`config.mk`:
```
export PLATFORM = sky130hd
export DESIGN_NAME = tccu_top
export DESIGN_NICKNAME = d
export VERILOG_FILES = /design/src/hdl/tccu_pkg.sv /design/src/hdl/tccu_capture.sv /design/src/hdl/tccu_top.sv
export SDC_FILE = /design/constraint.sdc
export NUM_CORES = 1
export LEC_CHECK = 0
export ABC_AREA = 1
export BUFFER_PORTS_ARGS = -buffer_cell sky130_fd_sc_hd__clkbuf_2
export CORE_ASPECT_RATIO = 0.8
export CORE_MARGIN = 2
export CORE_UTILIZATION = 59
export DETAILED_ROUTE_END_ITERATION = 12
export HOLD_SLACK_MARGIN = 0.08
export PLACE_DENSITY = 0.79
export SYNTH_ARGS = -nofsm -noshare
export SYNTH_HDL_FRONTEND = slang
export SYNTH_SLANG_ARGS = --single-unit
```
`constraint.sdc`:
```
create_clock -name clk_i -period 2.8 [get_ports clk_i]
set_clock_uncertainty 0.15 [all_clocks]
set_input_delay 0.14 -clock clk_i [delete_from_list [all_inputs] [get_ports clk_i]]
set_output_delay 0.14 -clock clk_i [all_outputs]
set_load 0.03 [all_outputs]
```
`src/hdl/tccu_pkg.sv`:
```
/*
 * Package for the timer capture/compare unit: register indices, control
 * bit positions, reset values and clock select encodings.
 * Assumes a byte-wide register port with one-cycle read latency.
 */
package tccu_pkg;
   // Register indices on the byte port
   localparam logic [3:0] ADDR_CTRL_ONE = 4'h0;
   localparam logic [3:0] ADDR_CTRL_TWO = 4'h1;
   localparam logic [3:0] ADDR_STATUS = 4'h2;
   localparam logic [3:0] ADDR_CAP1_HI = 4'h3;
   localparam logic [3:0] ADDR_CAP1_LO = 4'h4;
   localparam logic [3:0] ADDR_CMP1_HI = 4'h5;
   localparam logic [3:0] ADDR_CMP1_LO = 4'h6;
   localparam logic [3:0] ADDR_CAP2_HI = 4'h7;
   localparam logic [3:0] ADDR_CAP2_LO = 4'h8;
   localparam logic [3:0] ADDR_CMP2_HI = 4'h9;
   localparam logic [3:0] ADDR_CMP2_LO = 4'hA;
   localparam logic [3:0] ADDR_CNT_HI = 4'hB;
   localparam logic [3:0] ADDR_CNT_LO = 4'hC;
   // control_one bits
   localparam int C1_CAP_IRQ_EN = 7;
   localparam int C1_CMP_IRQ_EN = 6;
   localparam int C1_OVF_IRQ_EN = 5;
   localparam int C1_CAP1_EDGE = 1;
   localparam int C1_OUT1_LEVEL = 0;
   localparam int C1_OUT2_LEVEL = 2;
   // control_two bits
   localparam int C2_PIN1_EN = 7;
   localparam int C2_PIN2_EN = 6;
   localparam int C2_ONE_PULSE = 5;
   localparam int C2_PWM = 4;
   localparam int C2_CLK_HIGH = 3;
   localparam int C2_CLK_LOW = 2;
   localparam int C2_CAP2_EDGE = 1;
   localparam int C2_EXT_EDGE = 0;
   // timer_status bits
   localparam int ST_CAP1 = 7;
   localparam int ST_CMP1 = 6;
   localparam int ST_OVF = 5;
   localparam int ST_CAP2 = 4;
   localparam int ST_CMP2 = 3;
   // Clock select encodings
   localparam logic [1:0] CLK_DIV4 = 2'b00;
   localparam logic [1:0] CLK_DIV2 = 2'b01;
   localparam logic [1:0] CLK_DIV8 = 2'b10;
   localparam logic [1:0] CLK_EXT = 2'b11;
   // Reset values and counter maximum
   localparam logic [15:0] CMP_RESET = 16'h8000;
   localparam logic [15:0] CNT_RESET = 16'hFFFC;
   localparam logic [15:0] CNT_MAX = 16'hFFFF;
   localparam logic [7:0] BYTE_ZERO = 8'h00;
   localparam logic [2:0] PRESC_ZERO = 3'h0;
endpackage : tccu_pkg

```
`src/hdl/tccu_capture.sv`:
```
/*
 * One input capture channel: edge detection, 16-bit latch, flag with the
 * two-step clear and the high/low read interlock.
 * Assumes the pin input is already synchronised to clk_i.
 */
`timescale 1ns/1ps
`default_nettype none
module tccu_capture (
   // Clock and reset
   input wire logic clk_i,
   input wire logic rst_n_i,
   // Synchronised pin and control
   input wire logic pin_sync_i,
   input wire logic edge_rise_i,
   input wire logic enable_i,
   input wire logic [15:0] count_i,
   // Software access events
   input wire logic status_seen_i,
   input wire logic read_high_i,
   input wire logic access_low_i,
   // Results
   output logic [15:0] value_o,
   output logic flag_o
);
   logic pin_prev_q;   // Previous pin level for edge detection
   logic locked_q;     // High byte read, low byte pending
   logic armed_q;      // Status was read while flag set
   logic hit;          // Active transition on pin

   // Edge detect on the already-synchronised level
   always_ff @(posedge clk_i) begin
      if (!rst_n_i) pin_prev_q <= 1'b0;
      else pin_prev_q <= pin_sync_i;
   end

   // Pin direction plays no part; only the edge picked by edge_rise_i counts (see)
   assign hit = enable_i && (edge_rise_i ? (pin_sync_i && !pin_prev_q)
                                         : (!pin_sync_i && pin_prev_q));

   // Interlock opened by high read, closed by low access (see)
   always_ff @(posedge clk_i) begin
      if (!rst_n_i) locked_q <= 1'b0;
      else if (access_low_i) locked_q <= 1'b0;
      else if (read_high_i) locked_q <= 1'b1;
   end

   // Latest capture overwrites older value unless the interlock is set (see) (see)
   always_ff @(posedge clk_i) begin
      if (!rst_n_i) value_o <= 16'h0000;
      else if (hit && !locked_q) value_o <= count_i;
   end

   // Two-step clear; a new capture in the same cycle wins (see)
   always_ff @(posedge clk_i) begin
      if (!rst_n_i) begin
         flag_o <= 1'b0;
         armed_q <= 1'b0;
      end else if (hit && !locked_q) begin
         flag_o <= 1'b1;
         armed_q <= 1'b0;
      end else if (armed_q && access_low_i) begin
         flag_o <= 1'b0;
         armed_q <= 1'b0;
      end else if (status_seen_i && flag_o) begin
         armed_q <= 1'b1;
      end
   end
endmodule : tccu_capture
`default_nettype wire

```
`src/hdl/tccu_top.sv`:
```
/*
 * Capture/compare section of a 16-bit free-running timer: clock select,
 * counter, two capture channels, two compare channels and byte registers.
 * Assumes a byte register port, one clock at 10 MHz, pins unsynchronised.
 */
//
// Contract
// Both clock-select bits high select external clock
// Edge bit picks external clock active edge
// External edges synchronised to internal clock
// External clock slower than quarter CPU clock
// Capture latches counter on active edge
// Capture registers read-only, high and low bytes
// Per-channel edge polarity bit for capture
// Capture sets flag; gated interrupt request
// Capture flag cleared by status then low
// High-byte read blocks capture until low read
// Capture register holds most recent capture
// Pulse modes leave only second capture usable
// Capture works regardless of pin direction
// Compare each tick; match sets flag, interrupt
// Match drives pin level only when enabled
// Compare output latch low during reset
// Compare registers software-only, reset 8000h
// Compare flag cleared by status then low
// High-byte write suspends compare until low
// Software writes high, reads status, writes low
// Flag and pin change while count equals
// Free upcount; wrap sets overflow flag
// Internal clocks divide by 2, 4, 8
// Encodings 00 div4, 01 div2, 10 div8
`timescale 1ns/1ps
`default_nettype none
module tccu_top (
   // Clock and reset
   input wire logic clk_i,
   input wire logic rst_n_i,
   // Register port
   input wire logic [3:0] addr_i,
   input wire logic [7:0] wdata_i,
   input wire logic wr_i,
   input wire logic rd_i,
   output logic [7:0] rdata_o,
   // CPU interrupt mask, high masks requests
   input wire logic cpu_irq_mask_i,
   output logic timer_irq_o,
   // Pins
   input wire logic ext_count_clock_pin_i,
   input wire logic capture_input_pin1_i,
   input wire logic capture_input_pin2_i,
   output logic compare_output_pin1_o,
   output logic compare_output_pin2_o,
   output logic compare_pin1_dedicated_o,
   output logic compare_pin2_dedicated_o
);
   import tccu_pkg::*;

   logic [7:0] control_one_q;   // Interrupt enables, edges, levels
   logic [7:0] control_two_q;   // Pin enables, modes, clock select
   logic [15:0] count_q;        // Free-running counter
   logic [15:0] cmp1_q;         // Compare value channel 1
   logic [15:0] cmp2_q;         // Compare value channel 2
   logic cmp1_hold_q;           // Compare 1 suspended after high write
   logic cmp2_hold_q;           // Compare 2 suspended after high write
   logic [2:0] presc_q;         // Internal prescaler
   logic [2:0] ext_sync_q;      // Two sync stages plus edge history
   logic [1:0] cap1_sync_q;     // Capture pin 1 synchroniser
   logic [1:0] cap2_sync_q;     // Capture pin 2 synchroniser
   logic tick_q;                // Counter advanced last cycle
   logic cmp1_flag_q, cmp2_flag_q, ovf_flag_q;
   logic cmp1_arm_q, cmp2_arm_q, ovf_arm_q;
   logic out1_q, out2_q;        // Compare output latches
   logic tick;                  // Counter advance this cycle
   logic ext_edge;              // Active external edge seen
   logic pulse_mode;            // One-pulse or PWM selected
   logic status_rd;             // Status register read
   logic [15:0] cap1_val, cap2_val;
   logic cap1_flag, cap2_flag;
   logic match1, match2;
   logic [7:0] rdata_d;
   logic [1:0] clk_sel;

   // True when a write or read hits the given index
   function automatic logic hit_reg(input logic [3:0] a, input logic [3:0] r,
                                    input logic s);
      hit_reg = s && (a == r);
   endfunction : hit_reg

   assign clk_sel = {control_two_q[C2_CLK_HIGH], control_two_q[C2_CLK_LOW]};
   assign pulse_mode = control_two_q[C2_ONE_PULSE] || control_two_q[C2_PWM];
   assign status_rd = hit_reg(addr_i, ADDR_STATUS, rd_i);

   // Pin synchronisers; the first stage feeds only the second
   always_ff @(posedge clk_i) begin
      if (!rst_n_i) begin
         ext_sync_q <= 3'b000;
         cap1_sync_q <= 2'b00;
         cap2_sync_q <= 2'b00;
      end else begin
         ext_sync_q <= {ext_sync_q[1:0], ext_count_clock_pin_i};
         cap1_sync_q <= {cap1_sync_q[0], capture_input_pin1_i};
         cap2_sync_q <= {cap2_sync_q[0], capture_input_pin2_i};
      end
   end

   // Edge on synchronised level; the source must leave four clocks
   // between active edges or some will be missed (see)
   assign ext_edge = control_two_q[C2_EXT_EDGE]
                     ? (ext_sync_q[1] && !ext_sync_q[2])
                     : (!ext_sync_q[1] && ext_sync_q[2]);

   // Prescaler runs always so internal ticks stay evenly spaced
   always_ff @(posedge clk_i) begin
      if (!rst_n_i) presc_q <= PRESC_ZERO;
      else presc_q <= presc_q + 3'd1;
   end

   // Tick select (see) (see)
   always_comb begin
      case (clk_sel)
         CLK_DIV2: tick = (presc_q[0] == 1'b1);
         CLK_DIV4: tick = (presc_q[1:0] == 2'b11);
         CLK_DIV8: tick = (presc_q == 3'b111);
         CLK_EXT: tick = ext_edge;
         default: tick = 1'b0;
      endcase
   end

   // Free-running counter; a low-byte counter write reloads it
   always_ff @(posedge clk_i) begin
      if (!rst_n_i) count_q <= CNT_RESET;
      else if (hit_reg(addr_i, ADDR_CNT_LO, wr_i)) count_q <= CNT_RESET;
      else if (tick) count_q <= count_q + 16'd1;
   end

   // Compare sees each new count value once, one cycle after the tick
   always_ff @(posedge clk_i) begin
      if (!rst_n_i) tick_q <= 1'b0;
      else tick_q <= tick;
   end

   // Capture channel 1 is unusable in pulse modes (see)
   tccu_capture u_cap1 (
      .clk_i(clk_i),
      .rst_n_i(rst_n_i),
      .pin_sync_i(cap1_sync_q[1]),
      .edge_rise_i(control_one_q[C1_CAP1_EDGE]),
      .enable_i(!pulse_mode),
      .count_i(count_q),
      .status_seen_i(status_rd),
      .read_high_i(hit_reg(addr_i, ADDR_CAP1_HI, rd_i)),
      .access_low_i(hit_reg(addr_i, ADDR_CAP1_LO, rd_i | wr_i)),
      .value_o(cap1_val),
      .flag_o(cap1_flag)
   );

   // Capture channel 2 stays usable in every mode
   tccu_capture u_cap2 (
      .clk_i(clk_i),
      .rst_n_i(rst_n_i),
      .pin_sync_i(cap2_sync_q[1]),
      .edge_rise_i(control_two_q[C2_CAP2_EDGE]),
      .enable_i(1'b1),
      .count_i(count_q),
      .status_seen_i(status_rd),
      .read_high_i(hit_reg(addr_i, ADDR_CAP2_HI, rd_i)),
      .access_low_i(hit_reg(addr_i, ADDR_CAP2_LO, rd_i | wr_i)),
      .value_o(cap2_val),
      .flag_o(cap2_flag)
   );

   // Control registers
   always_ff @(posedge clk_i) begin
      if (!rst_n_i) begin
         control_one_q <= BYTE_ZERO;
         control_two_q <= BYTE_ZERO;
      end else begin
         if (hit_reg(addr_i, ADDR_CTRL_ONE, wr_i)) control_one_q <= wdata_i;
         if (hit_reg(addr_i, ADDR_CTRL_TWO, wr_i)) control_two_q <= wdata_i;
      end
   end

   // Compare values: software only, never touched by the timer (see)
   always_ff @(posedge clk_i) begin
      if (!rst_n_i) begin
         cmp1_q <= CMP_RESET;
         cmp2_q <= CMP_RESET;
      end else begin
         if (hit_reg(addr_i, ADDR_CMP1_HI, wr_i)) cmp1_q[15:8] <= wdata_i;
         if (hit_reg(addr_i, ADDR_CMP1_LO, wr_i)) cmp1_q[7:0] <= wdata_i;
         if (hit_reg(addr_i, ADDR_CMP2_HI, wr_i)) cmp2_q[15:8] <= wdata_i;
         if (hit_reg(addr_i, ADDR_CMP2_LO, wr_i)) cmp2_q[7:0] <= wdata_i;
      end
   end

   // High write suspends matching until the low write (see)
   // The high/status/low sequence avoids a stale flag (see)
   always_ff @(posedge clk_i) begin
      if (!rst_n_i) begin
         cmp1_hold_q <= 1'b0;
         cmp2_hold_q <= 1'b0;
      end else begin
         if (hit_reg(addr_i, ADDR_CMP1_LO, wr_i)) cmp1_hold_q <= 1'b0;
         else if (hit_reg(addr_i, ADDR_CMP1_HI, wr_i)) cmp1_hold_q <= 1'b1;
         if (hit_reg(addr_i, ADDR_CMP2_LO, wr_i)) cmp2_hold_q <= 1'b0;
         else if (hit_reg(addr_i, ADDR_CMP2_HI, wr_i)) cmp2_hold_q <= 1'b1;
      end
   end

   // Match on the first cycle of each new count (see) (see)
   assign match1 = tick_q && !cmp1_hold_q && (count_q == cmp1_q);
   assign match2 = tick_q && !cmp2_hold_q && (count_q == cmp2_q);

   // Compare flags; set wins over the second clear step (see)
   always_ff @(posedge clk_i) begin
      if (!rst_n_i) begin
         cmp1_flag_q <= 1'b0;
         cmp1_arm_q <= 1'b0;
      end else if (match1) begin
         cmp1_flag_q <= 1'b1;
         cmp1_arm_q <= 1'b0;
      end else if (cmp1_arm_q && hit_reg(addr_i, ADDR_CMP1_LO, rd_i | wr_i)) begin
         cmp1_flag_q <= 1'b0;
         cmp1_arm_q <= 1'b0;
      end else if (status_rd && cmp1_flag_q) begin
         cmp1_arm_q <= 1'b1;
      end
   end

   // Compare flag 2, same scheme (see)
   always_ff @(posedge clk_i) begin
      if (!rst_n_i) begin
         cmp2_flag_q <= 1'b0;
         cmp2_arm_q <= 1'b0;
      end else if (match2) begin
         cmp2_flag_q <= 1'b1;
         cmp2_arm_q <= 1'b0;
      end else if (cmp2_arm_q && hit_reg(addr_i, ADDR_CMP2_LO, rd_i | wr_i)) begin
         cmp2_flag_q <= 1'b0;
         cmp2_arm_q <= 1'b0;
      end else if (status_rd && cmp2_flag_q) begin
         cmp2_arm_q <= 1'b1;
      end
   end

   // Overflow flag, cleared by status read then counter low access
   always_ff @(posedge clk_i) begin
      if (!rst_n_i) begin
         ovf_flag_q <= 1'b0;
         ovf_arm_q <= 1'b0;
      end else if (tick && count_q == CNT_MAX) begin
         ovf_flag_q <= 1'b1;
         ovf_arm_q <= 1'b0;
      end else if (ovf_arm_q && hit_reg(addr_i, ADDR_CNT_LO, rd_i | wr_i)) begin
         ovf_flag_q <= 1'b0;
         ovf_arm_q <= 1'b0;
      end else if (status_rd && ovf_flag_q) begin
         ovf_arm_q <= 1'b1;
      end
   end

   // Output latches: low in reset, take level only if pin enabled
   always_ff @(posedge clk_i) begin
      if (!rst_n_i) begin
         out1_q <= 1'b0;
         out2_q <= 1'b0;
      end else begin
         if (match1 && control_two_q[C2_PIN1_EN])
            out1_q <= control_one_q[C1_OUT1_LEVEL];
         if (match2 && control_two_q[C2_PIN2_EN])
            out2_q <= control_one_q[C1_OUT2_LEVEL];
      end
   end

   assign compare_output_pin1_o = out1_q;
   assign compare_output_pin2_o = out2_q;
   assign compare_pin1_dedicated_o = control_two_q[C2_PIN1_EN];
   assign compare_pin2_dedicated_o = control_two_q[C2_PIN2_EN];

   // Requests stay pending while masked (see) (see)
   assign timer_irq_o = !cpu_irq_mask_i && (
      (control_one_q[C1_CAP_IRQ_EN] && (cap1_flag || cap2_flag)) ||
      (control_one_q[C1_CMP_IRQ_EN] && (cmp1_flag_q || cmp2_flag_q)) ||
      (control_one_q[C1_OVF_IRQ_EN] && ovf_flag_q));

   // Read mux; capture registers have no write path (see)
   always_comb begin
      case (addr_i)
         ADDR_CTRL_ONE: rdata_d = control_one_q;
         ADDR_CTRL_TWO: rdata_d = control_two_q;
         ADDR_STATUS: rdata_d = {cap1_flag, cmp1_flag_q, ovf_flag_q,
                                 cap2_flag, cmp2_flag_q, 3'b000};
         ADDR_CAP1_HI: rdata_d = cap1_val[15:8];
         ADDR_CAP1_LO: rdata_d = cap1_val[7:0];
         ADDR_CMP1_HI: rdata_d = cmp1_q[15:8];
         ADDR_CMP1_LO: rdata_d = cmp1_q[7:0];
         ADDR_CAP2_HI: rdata_d = cap2_val[15:8];
         ADDR_CAP2_LO: rdata_d = cap2_val[7:0];
         ADDR_CMP2_HI: rdata_d = cmp2_q[15:8];
         ADDR_CMP2_LO: rdata_d = cmp2_q[7:0];
         ADDR_CNT_HI: rdata_d = count_q[15:8];
         ADDR_CNT_LO: rdata_d = count_q[7:0];
         default: rdata_d = BYTE_ZERO; // Unmapped reads zero
      endcase
   end

   // Read data stands only in the cycle after the strobe
   always_ff @(posedge clk_i) begin
      if (!rst_n_i) rdata_o <= BYTE_ZERO;
      else if (rd_i) rdata_o <= rdata_d;
      else rdata_o <= BYTE_ZERO;
   end
endmodule : tccu_top
`default_nettype wire

```
==> flow_summary.json, run 1 <==
{
  "rsz0062_at_grt": "false",
  "leakage_uw": 0.00322,
  "post-place-ws_ns": 0.596,
  "grt.total_usage": 0.379,
  "synth-simple-area-share": 0.235,
  "cp_common_cell": "nand2_1",
  "synth_fa_ha_area_frac": 0.00590,
  "finalPower_uw": 4760,
  "startpoint_type": "register",
  "avgSynthCellArea_um2": 6.90,
  "dr.pass1.iters": 11,
  "max_slew_margin": 0.536,
  "area_growth_pct": 15.3,
  "async_flop_share": 0,
  "overflow": 0,
  "ioPinCount": 33,
  "synth_edf_count": 0,
  "netlist_area_um2": 6370,
  "final.period_utilization": 0.801,
  "crit_arrival_ns": 2.46,
  "cp.required_ns": 3.02,
  "max_stage_delay_ns": 0.56,
  "clockRootBuffer": "clkbuf_16",
  "muxShareOfSynthArea": 0,
  "tightest_slew_ns": 0.693,
  "hp-class": "input port to register",
  "synth_top_family_by_area": "simple AND/OR/NAND/NOR gates",
  "synth-compound-area-share": 0.205,
  "cts_tree": "done",
  "htreeDepth": 4,
  "antennaDiodeCount": 0,
  "die_area_um2": 11600,
  "antenna_found_initial": 0,
  "core-area_um2": 10400,
  "place.gp.congestion": 1.02,
  "drc": 0,
  "ys_seq_area_frac": 0.418,
  "ys_ff_latch": 133,
  "wl_um": 21200,
  "power_density_nw_per_um2": 648,
  "drive_gt1_frac": 0.0963,
  "first_global_vias": 6175,
  "max_freq_ghz": 0.446,
  "cp_max_fo": 23,
  "synthXorXnorAreaFrac": 0.0261,
  "wl_per_cell_um": 19.0,
  "synth_common_cells": "201 x nand2_1, 133 x dfxtp_1, 133 x inv_1, 105 x o21ai_0, 87 x a21oi_1",
  "rows": 33,
  "worst_slack_ns": 0.558,
  "die_h_um": 96.9,
  "cts_sinks": 133,
  "fillers": 923,
  "ys_types": 33,
  "finalMaxSlewViolations": 0,
  "insertion_delay_ns": 0.43,
  "endpoint_kind": "register",
  "dp_hpwl_um": 15100,
  "crit_type": "register to register",
  "syn_inst": 923,
  "post-route-min-period_ns": 2.24,
  "cts.clk_slew.worst_paths_ns": 0.06,
  "start_util": 0.614,
  "peakVddDrop_v": 0.000578,
  "grt_start_max_net_pins": 71,
  "vias_per_cell": 5.82,
  "cts_made_buffers": 17,
  "crit_chain": "ha_1 -> ha_1 -> nand2_1 -> nand3_1 -> nand2_1 -> inv_1 -> nand2_1 -> o21ai_0 -> nand2_1 -> inv_1",
  "clockBufferDepth": 2,
  "synth_ff_type": "dfxtp_1",
  "die_w_um": 120,
  "synth_nets": 946,
  "synth_top_area_frac": 0.418,
  "synthTopCellsByArea": "dfxtp_1 42%, nand2_1 12%, o21ai_0 8.3%",
  "drt_iter0_drc": 938,
  "yosys.area.top_type": "dfxtp_1",
  "synth_most_common_cell": "nand2_1",
  "tns_ns": 0,
  "setup_viol": 0,
  "worst_path_max_delay_cell": "inv_1",
  "grt_pass1_wl_um": 33400,
  "io_buffers": 32,
  "ant_nets": 0,
  "outcome": "complete, no violations",
  "hold_viol": 0,
  "num-nets-final": 987,
  "ys.warnings.count": 0,
  "num_vias": 6493,
  "maxCapViolations": 0
}
==> worst max-delay path, delay by kind of cell, from the launching register on <==
kind | cells | cell delay, ns
fa+ha+maj | 2 | 0.31
simple gates | 5 | 0.62
flops | 1 | 0.35
compound gates | 1 | 0.12
buf+inv | 2 | 0.63
==> final timing paths <==
kind / start / end / slack, ns / cells after the start
hold / removal: addr_i[1] / cmp1_flag_q$_SDFFE_PN0P_ / 0.22 / 6
hold reg to reg: cap1_sync_q[0]$_SDFF_PN0_ / cap1_sync_q[1]$_SDFF_PN0_ / 0.26 / 2
setup / recovery: presc_q[0]$_SDFF_PN0_ / ovf_flag_q$_SDFFE_PN0P_ / 0.56 / 10
setup reg to reg: presc_q[0]$_SDFF_PN0_ / ovf_flag_q$_SDFFE_PN0P_ / 0.56 / 10
==> through the flow <==
stage	instances	hold WS [ns]	util	area, um^2
2_1_floorplan	923	0.0876	-	6370
3_3_place_gp	1070	0.175	0.636	6590
3_5_place_dp	1070	0.175	0.636	6590
4_1_cts	1116	0.224	0.709	7340
5_1_grt	1116	0.293	0.709	7340
6_report	1116	0.224	0.709	7340
==> flip-flops by register name, summed over array words and instances, names as in the netlist, 2 cells and up <==
name and cells:
presc_q 3, u_cap1.value_o 16, control_one_q 8, control_two_q 8
cmp2_q 16, rdata_o 8, cmp1_q 16, cap1_sync_q 2
u_cap2.value_o 16, cap2_sync_q 2, count_q 16, ext_sync_q 3
==> logic make-up (layout without fill, tap and decap cells) <==
logic type | after synthesis | after routing
compound gates | 242 | 242
xor+xnor | 19 | 19
fa+ha+maj | 3 | 3
buf+inv | 173 | 226
flops | 133 | 133
simple gates | 353 | 353
==> metal layers <==
layer / GRT usage / up-vias / routed length [um] / share of wire
met2: 0.560 / 403 / 8680 / 0.41
met1: 0.510 / 2916 / 8790 / 0.42
li1: - / 3082 / - / -
met4: 0.169 / 0 / 921 / 0.043
met3: 0.114 / 92 / 2780 / 0.13
met5: 0 / - / 0 / 0
==> cell usage in the layout, fill, tap and decap left out, drive strengths merged, types with 2 or more instances in the layout <==
cell type    synthesis  final
o211ai              13     13
a211oi               3      3
clkbuf              17     51
inv                140    141
ha                   3      3
nand3               28     28
nand2              207    207
dlygate4sd3          0     15
nand3b               2      2
xor2                14     14
nor2                87     87
nor3                17     17
dfxtp              133    133
o2111ai              3      3
nand4               10     10
bufinv               0      3
o22ai               25     25
clkinv               1      8
a21oi               87     87
a31oi                3      3
xnor2                5      5
buf                 15      7
o21ai              105    105
==> repair_timing <==
item	4_1_cts	5_1_grt
endpoints found under the hold margin	65	0
gates resized for setup	0	0
hold buffers	15	0
buffers inserted	0	0
==> power breakdown <==
part           internal [uW]  switching, uW
clock network           1440            847
logic                    135            317
registers               1960           63.4
==> cell type report <==
type	instances	area, um^2	area share
multi-input combinational	617	3010	0.410
sequential	133	2660	0.363
inverter	141	529	0.0721
clock buffer	19	453	0.0617
timing repair buffer	54	363	0.0494
tap	140	175	0.0239
clock inverter	12	153	0.0208
(Power assumes the default switching activity.)
==> run 2, diff against run 1 <==
Settings changed: ABC_AREA 1 to 0, CORE_UTILIZATION 59 to 55, PLACE_DENSITY 0.79 to 0.78.
Clock period 2.8 ns to 1.95 ns, I/O delays scaled along.
==> run 2 against run 1 <==
Sequential share of layout area down 3.2 points. Critical path depth down 5. Register-to-register slack worse by 0.53 ns. Synthesized area up 2.3%. Highest routed layer unchanged.
==> flow_summary.json, run 2 <==
{
  "ys_ff_latch": 133,
  "syn_inst": 699,
  "cts_made_buffers": 17,
  "drt_iter0_drc": 885,
  "start_util": 0.565,
  "dr.pass1.iters": 5,
  "clockBufferDepth": 2,
  "maxCapViolations": 0,
  "avgSynthCellArea_um2": 9.32,
  "cts_sinks": 133,
  "synth_nets": 722,
  "outcome": "complete, no violations",
  "hold_viol": 0,
  "final_common_cell": "dfxtp_1",
  "ant_nets": 0,
  "final_core_util": 0.700,
  "cts.clk_slew.worst_paths_ns": 0.06,
  "grt_start_max_net_pins": 63,
  "antenna_found_initial": 0,
  "max_slew_margin": 0.578,
  "netlist_area_um2": 6510,
  "overflow": 0,
  "globalRoute.busiestLayer": "met2",
  "area_growth_pct": 23.8,
  "peakVddDrop_v": 0.000754,
  "final.period_utilization": 0.984,
  "crit_type": "register to register",
  "rows": 35,
  "first_global_vias": 5588,
  "critical-path-top-delay-family": "simple AND/OR/NAND/NOR gates",
  "cts_tree": "done",
  "synthTopCellsByArea": "dfxtp_1 41%, mux2i_1 13%, xnor2_1 5.5%",
  "place.gp.congestion": 0.974,
  "vias_per_cell": 6.27,
  "cp_max_fo": 7,
  "ys.warnings.count": 0,
  "grt_use_met3": 0.0988,
  "setup_viol": 0,
  "ioPinCount": 33,
  "num_vias": 5885,
  "dp_hpwl_um": 14600,
  "path_buf_inv": 0,
  "tns_ns": 0,
  "wl_um": 21100,
  "worst_slack_ns": 0.0307,
  "synth_edf_count": 0,
  "final_cell_mix": "128 x dfxtp_1, 87 x nor2_1, 84 x mux2i_1, 61 x buf_4, 53 x nand2_1",
  "die_area_um2": 12700,
  "io_buffers": 32,
  "cp.required_ns": 2.11,
  "async_flop_share": 0,
  "synth_top_area_frac": 0.409,
  "antennaDiodeCount": 0,
  "ys_types": 68,
  "clockRootBuffer": "clkbuf_16",
  "multi_input_area_um2": 3650,
  "max_stage_delay_ns": 0.54,
  "grt_pass1_wl_um": 32100,
  "finalPower_uw": 6630,
  "leakage_uw": 0.00320,
  "synth_ff_type": "dfxtp_1",
  "seqCellArea_um2": 2670,
  "die_h_um": 101,
  "post-route-min-period_ns": 1.92,
  "crit_chain": "and4_1 -> nand3_4 -> nor3_2 -> nand4_1 -> and3_1",
  "post-place-ws_ns": 0.00687,
  "dpl.cell_count": 888,
  "synth_common_cells": "133 x dfxtp_1, 88 x nor2_1, 85 x mux2i_1, 54 x nand2_1, 41 x xnor2_1",
  "hp-class": "input port to register",
  "die_w_um": 126,
  "drc": 0,
  "startpoint_type": "register",
  "drive_gt1_frac": 0.234,
  "grt_util_met1": 0.455,
  "core-area_um2": 11500,
  "endpoint_kind": "register",
  "ys_seq_area_frac": 0.409,
  "yosys.area.top_type": "dfxtp_1",
  "use_met2": 0.508,
  "fillers": 867,
  "worst_path_max_delay_cell": "dfxtp_1",
  "rsz0062_at_grt": "true",
  "insertion_delay_ns": 0.42,
  "htreeDepth": 4,
  "synth_most_common_cell": "dfxtp_1",
  "tightest_slew_ns": 0.626,
  "finalMaxSlewViolations": 0,
  "instances_no_fill": 938,
  "power_density_nw_per_um2": 822,
  "wl_per_cell_um": 22.4,
  "max_freq_ghz": 0.521,
  "grt.total_usage": 0.332,
  "crit_arrival_ns": 2.08,
  "num-nets-final": 801
}
## run 2: cell type report
class	instances	share of cell area
Tap cell	148	0.0230
Clock inverter	13	0.0196
Clock buffer	18	0.0545
Inverter	5	0.00233
Multi-Input combinational cell	504	0.453
Timing Repair Buffer	117	0.117
Sequential cell	133	0.331
## run 2: worst register-to-register path, delay by kind of cell (launching register included)
family | cells | cell delay (ns)
simple gates | 5 | 1.12
flops | 1 | 0.54
## run 2: cells by family after synthesis
kind of cell,count (synthesis),synth area share
compound gates,97,0.101
simple gates,263,0.211
xor+xnor,44,0.0592
fa+ha+maj,3,0.00576
mux,96,0.160
flops,133,0.409
buf+inv,63,0.0534
## run 2: what timing repair did
item                                   4_1_cts  5_1_grt
setup endpoints to repair                    2       15
cloned                                       0        1
gates resized for setup                      2       29
setup buffers                                0        2
pin swaps                                    0        7
endpoints found under the hold margin       57        0
hold buffers                                16        0
## run 2: per-layer routing
metal  wire length (um)  share of wire
met5                  0              0
met4                649          0.031
met3               2300           0.11
met2               9100           0.43
met1               9000           0.43
## run 2: stage by stage
step | area, um^2 | hold WS, ns
2_1_floorplan | 6510 | 0.0748
3_3_place_gp | 7140 | 0.158
3_5_place_dp | 7140 | 0.162
4_1_cts | 7900 | 0.0980
5_1_grt | 8060 | 0.111
6_report | 8060 | 0.107
## run 2: path summary, 6_finish.rpt
kind / from / end / slack, ns / cells after the start
worst max-delay path: count_q[7]$_SDFFE_PP1P_ / ovf_arm_q$_SDFFE_PP0P_ / 0.03 / 5
worst min-delay path: wr_i / cmp1_flag_q$_SDFFE_PN0P_ / 0.11 / 4
worst max register to register: count_q[7]$_SDFFE_PP1P_ / ovf_arm_q$_SDFFE_PP0P_ / 0.03 / 5
worst min register to register: ext_sync_q[0]$_SDFF_PN0_ / ext_sync_q[1]$_SDFF_PN0_ / 0.28 / 1
## run 2: power breakdown
group / leakage, uW / switching, uW / internal (uW)
sequential: 0.00108 / 43.7 / 2780
clock: 0.000296 / 1250 / 2030
combinational: 0.00183 / 310 / 219
total: 0.00320 / 1600 / 5030
==> run 3, diff against run 2 <==
Settings changed: PLACE_DENSITY 0.78 to not set, PLACE_DENSITY_LB_ADDON set to 0.12.
==> run 3 against run 2 <==
Power grew 1.4%. Critical path depth up 2. Fmax down 0.98%. Count of clock-buffer cells in the layout increased by 1.
==> flow_summary.json, run 3 (synthesis results as in run 2) <==
{
  "grt_start_max_net_pins": 89,
  "startpoint_type": "register",
  "dp_hpwl_um": 14200,
  "final_cell_mix": "131 x dfxtp_1, 88 x nor2_1, 84 x mux2i_1, 54 x nand2_1, 52 x buf_4",
  "cts.clk_slew.worst_paths_ns": 0.06,
  "crit_type": "register to register",
  "clockRootBuffer": "clkbuf_16",
  "holdPathEnd": "ovf_flag_q$_SDFFE_PN0P_",
  "max_freq_ghz": 0.516,
  "ioPinCount": 33,
  "first_global_vias": 5496,
  "cts_made_buffers": 17,
  "cts_sinks": 133,
  "core-area_um2": 11500,
  "crit_chain": "ha_4 -> ha_2 -> mux2i_4 -> o21a_4 -> nor3_2 -> and4_1 -> o21ai_0",
  "max_stage_delay_ns": 0.36,
  "max_slew_margin": 0.343,
  "tns_ns": 0,
  "worst_path_max_delay_cell": "dfxtp_1",
  "r2r_cells": 7,
  "num_vias": 5679,
  "grt.total_usage": 0.327,
  "hp-class": "input port to register",
  "place.gp.congestion": 0.954,
  "rsz0062_at_grt": "true",
  "peakVddDrop_v": 0.000594,
  "worst_slack_ns": 0.0116,
  "finalMaxSlewViolations": 0,
  "final_core_util": 0.694,
  "worstReg2RegEnd": "count_q[8]$_SDFFE_PP1P_",
  "hold_viol": 0,
  "power_density_nw_per_um2": 841,
  "ant_nets": 0,
  "wl_um": 20500,
  "endpoint_kind": "register",
  "drt_iter0_drc": 632,
  "die_h_um": 101,
  "cp.required_ns": 2.05,
  "start_util": 0.565,
  "grt_pass1_wl_um": 31600,
  "leakage_uw": 0.00314,
  "crit_arrival_ns": 2.04,
  "whs_path_depth": 5,
  "post-route-min-period_ns": 1.94,
  "hold_slack_ns": 0.143,
  "overflow": 0,
  "final.period_utilization": 0.994,
  "post-place-ws_ns": -0.0197,
  "clockBufferDepth": 2,
  "rows": 35,
  "htreeDepth": 4,
  "drive_gt1_frac": 0.219,
  "dr.pass1.iters": 5,
  "cp_max_fo": 8,
  "die_w_um": 126,
  "io_buffers": 32,
  "final_common_cell": "dfxtp_1",
  "setup_viol": 0,
  "post_cts_buffers": 0,
  "maxCapViolations": 0,
  "drc": 0,
  "fillers": 903,
  "outcome": "complete, no violations",
  "cts_tree": "done",
  "antenna_found_initial": 0,
  "num-nets-final": 795,
  "antennaDiodeCount": 0,
  "wl_per_cell_um": 22.0,
  "hold_start": "addr_i[2]",
  "die_area_um2": 12700,
  "regToRegStartpoint": "presc_q[1]$_SDFF_PN0_",
  "insertion_delay_ns": 0.43,
  "tightest_slew_ns": 0.985,
  "vias_per_cell": 6.09,
  "area_growth_pct": 22.7,
  "reg2reg_slack_ns": 0.01
}
-- run 3: worst max path at each step --
stage / startpoint / slack, ns / cells past startpoint / endpoint
global route: count_q[2]$_SDFFE_PP1P_ / -0.04 / 4 / count_q[7]$_SDFFE_PP1P_
global placement: presc_q[0]$_SDFF_PN0_ / 0.04 / 7 / count_q[11]$_SDFFE_PP1P_
floorplan: presc_q[0]$_SDFF_PN0_ / 0.18 / 8 / count_q[10]$_SDFFE_PP1P_
detailed placement: presc_q[0]$_SDFF_PN0_ / -0.02 / 7 / count_q[11]$_SDFFE_PP1P_
finish: presc_q[1]$_SDFF_PN0_ / 0.01 / 7 / count_q[8]$_SDFFE_PP1P_
CTS: count_q[9]$_SDFFE_PP1P_ / 0.03 / 5 / cmp1_arm_q$_SDFFE_PP0P_
-- run 3: report_power, final --
group	internal, uW	switching, uW	total [uW]	leakage [uW]
clock	2060	1310	3370	0.000291
sequential	2770	43.0	2820	0.00108
combinational	221	311	532	0.00177
-- run 3: cell type report --
cell class / count / area, um^2 / area share
Multi-Input combinational cell: 504 / 3600 / 0.450
Clock inverter: 13 / 170 / 0.0213
Timing Repair Buffer: 111 / 911 / 0.114
Clock buffer: 19 / 443 / 0.0554
Tap cell: 148 / 185 / 0.0232
Sequential cell: 133 / 2670 / 0.334
Inverter: 5 / 18.8 / 0.00235
-- run 3: layer usage --
layer  part of all wire  wire [um]  track usage
met5                  0          0            0
met1               0.46       9400        0.467
met3              0.077       1590       0.0655
met2               0.44       9030        0.496
met4              0.024        500        0.121
-- run 3: what timing repair did --
item / in CTS / in global routing
resized for setup: 2 / 15
pin swaps: 0 / 2
hold buffers: 18 / 0
endpoints found under the hold margin: 64 / 0
gates cloned: 0 / 1
endpoints found under the setup margin: 2 / 15
-- run 3: stage by stage --
step | cells | total power, uW | cell area (um^2)
2_1_floorplan | 699 | 3160 | 6510
3_3_place_gp | 882 | 3350 | 7110
3_5_place_dp | 882 | 3350 | 7110
4_1_cts | 932 | 6710 | 7910
5_1_grt | 933 | 6870 | 7990
6_report | 933 | 6720 | 7990
-- run 3: critical path, delay by kind of cell, from the launching register on --
kind                       cells  cell delay [ns]
muxes                          1             0.08
and+or+nand+nor                2             0.46
DFF                            1             0.36
AOI/OAI and AO/OA              2             0.36
adders and majority gates      2             0.34
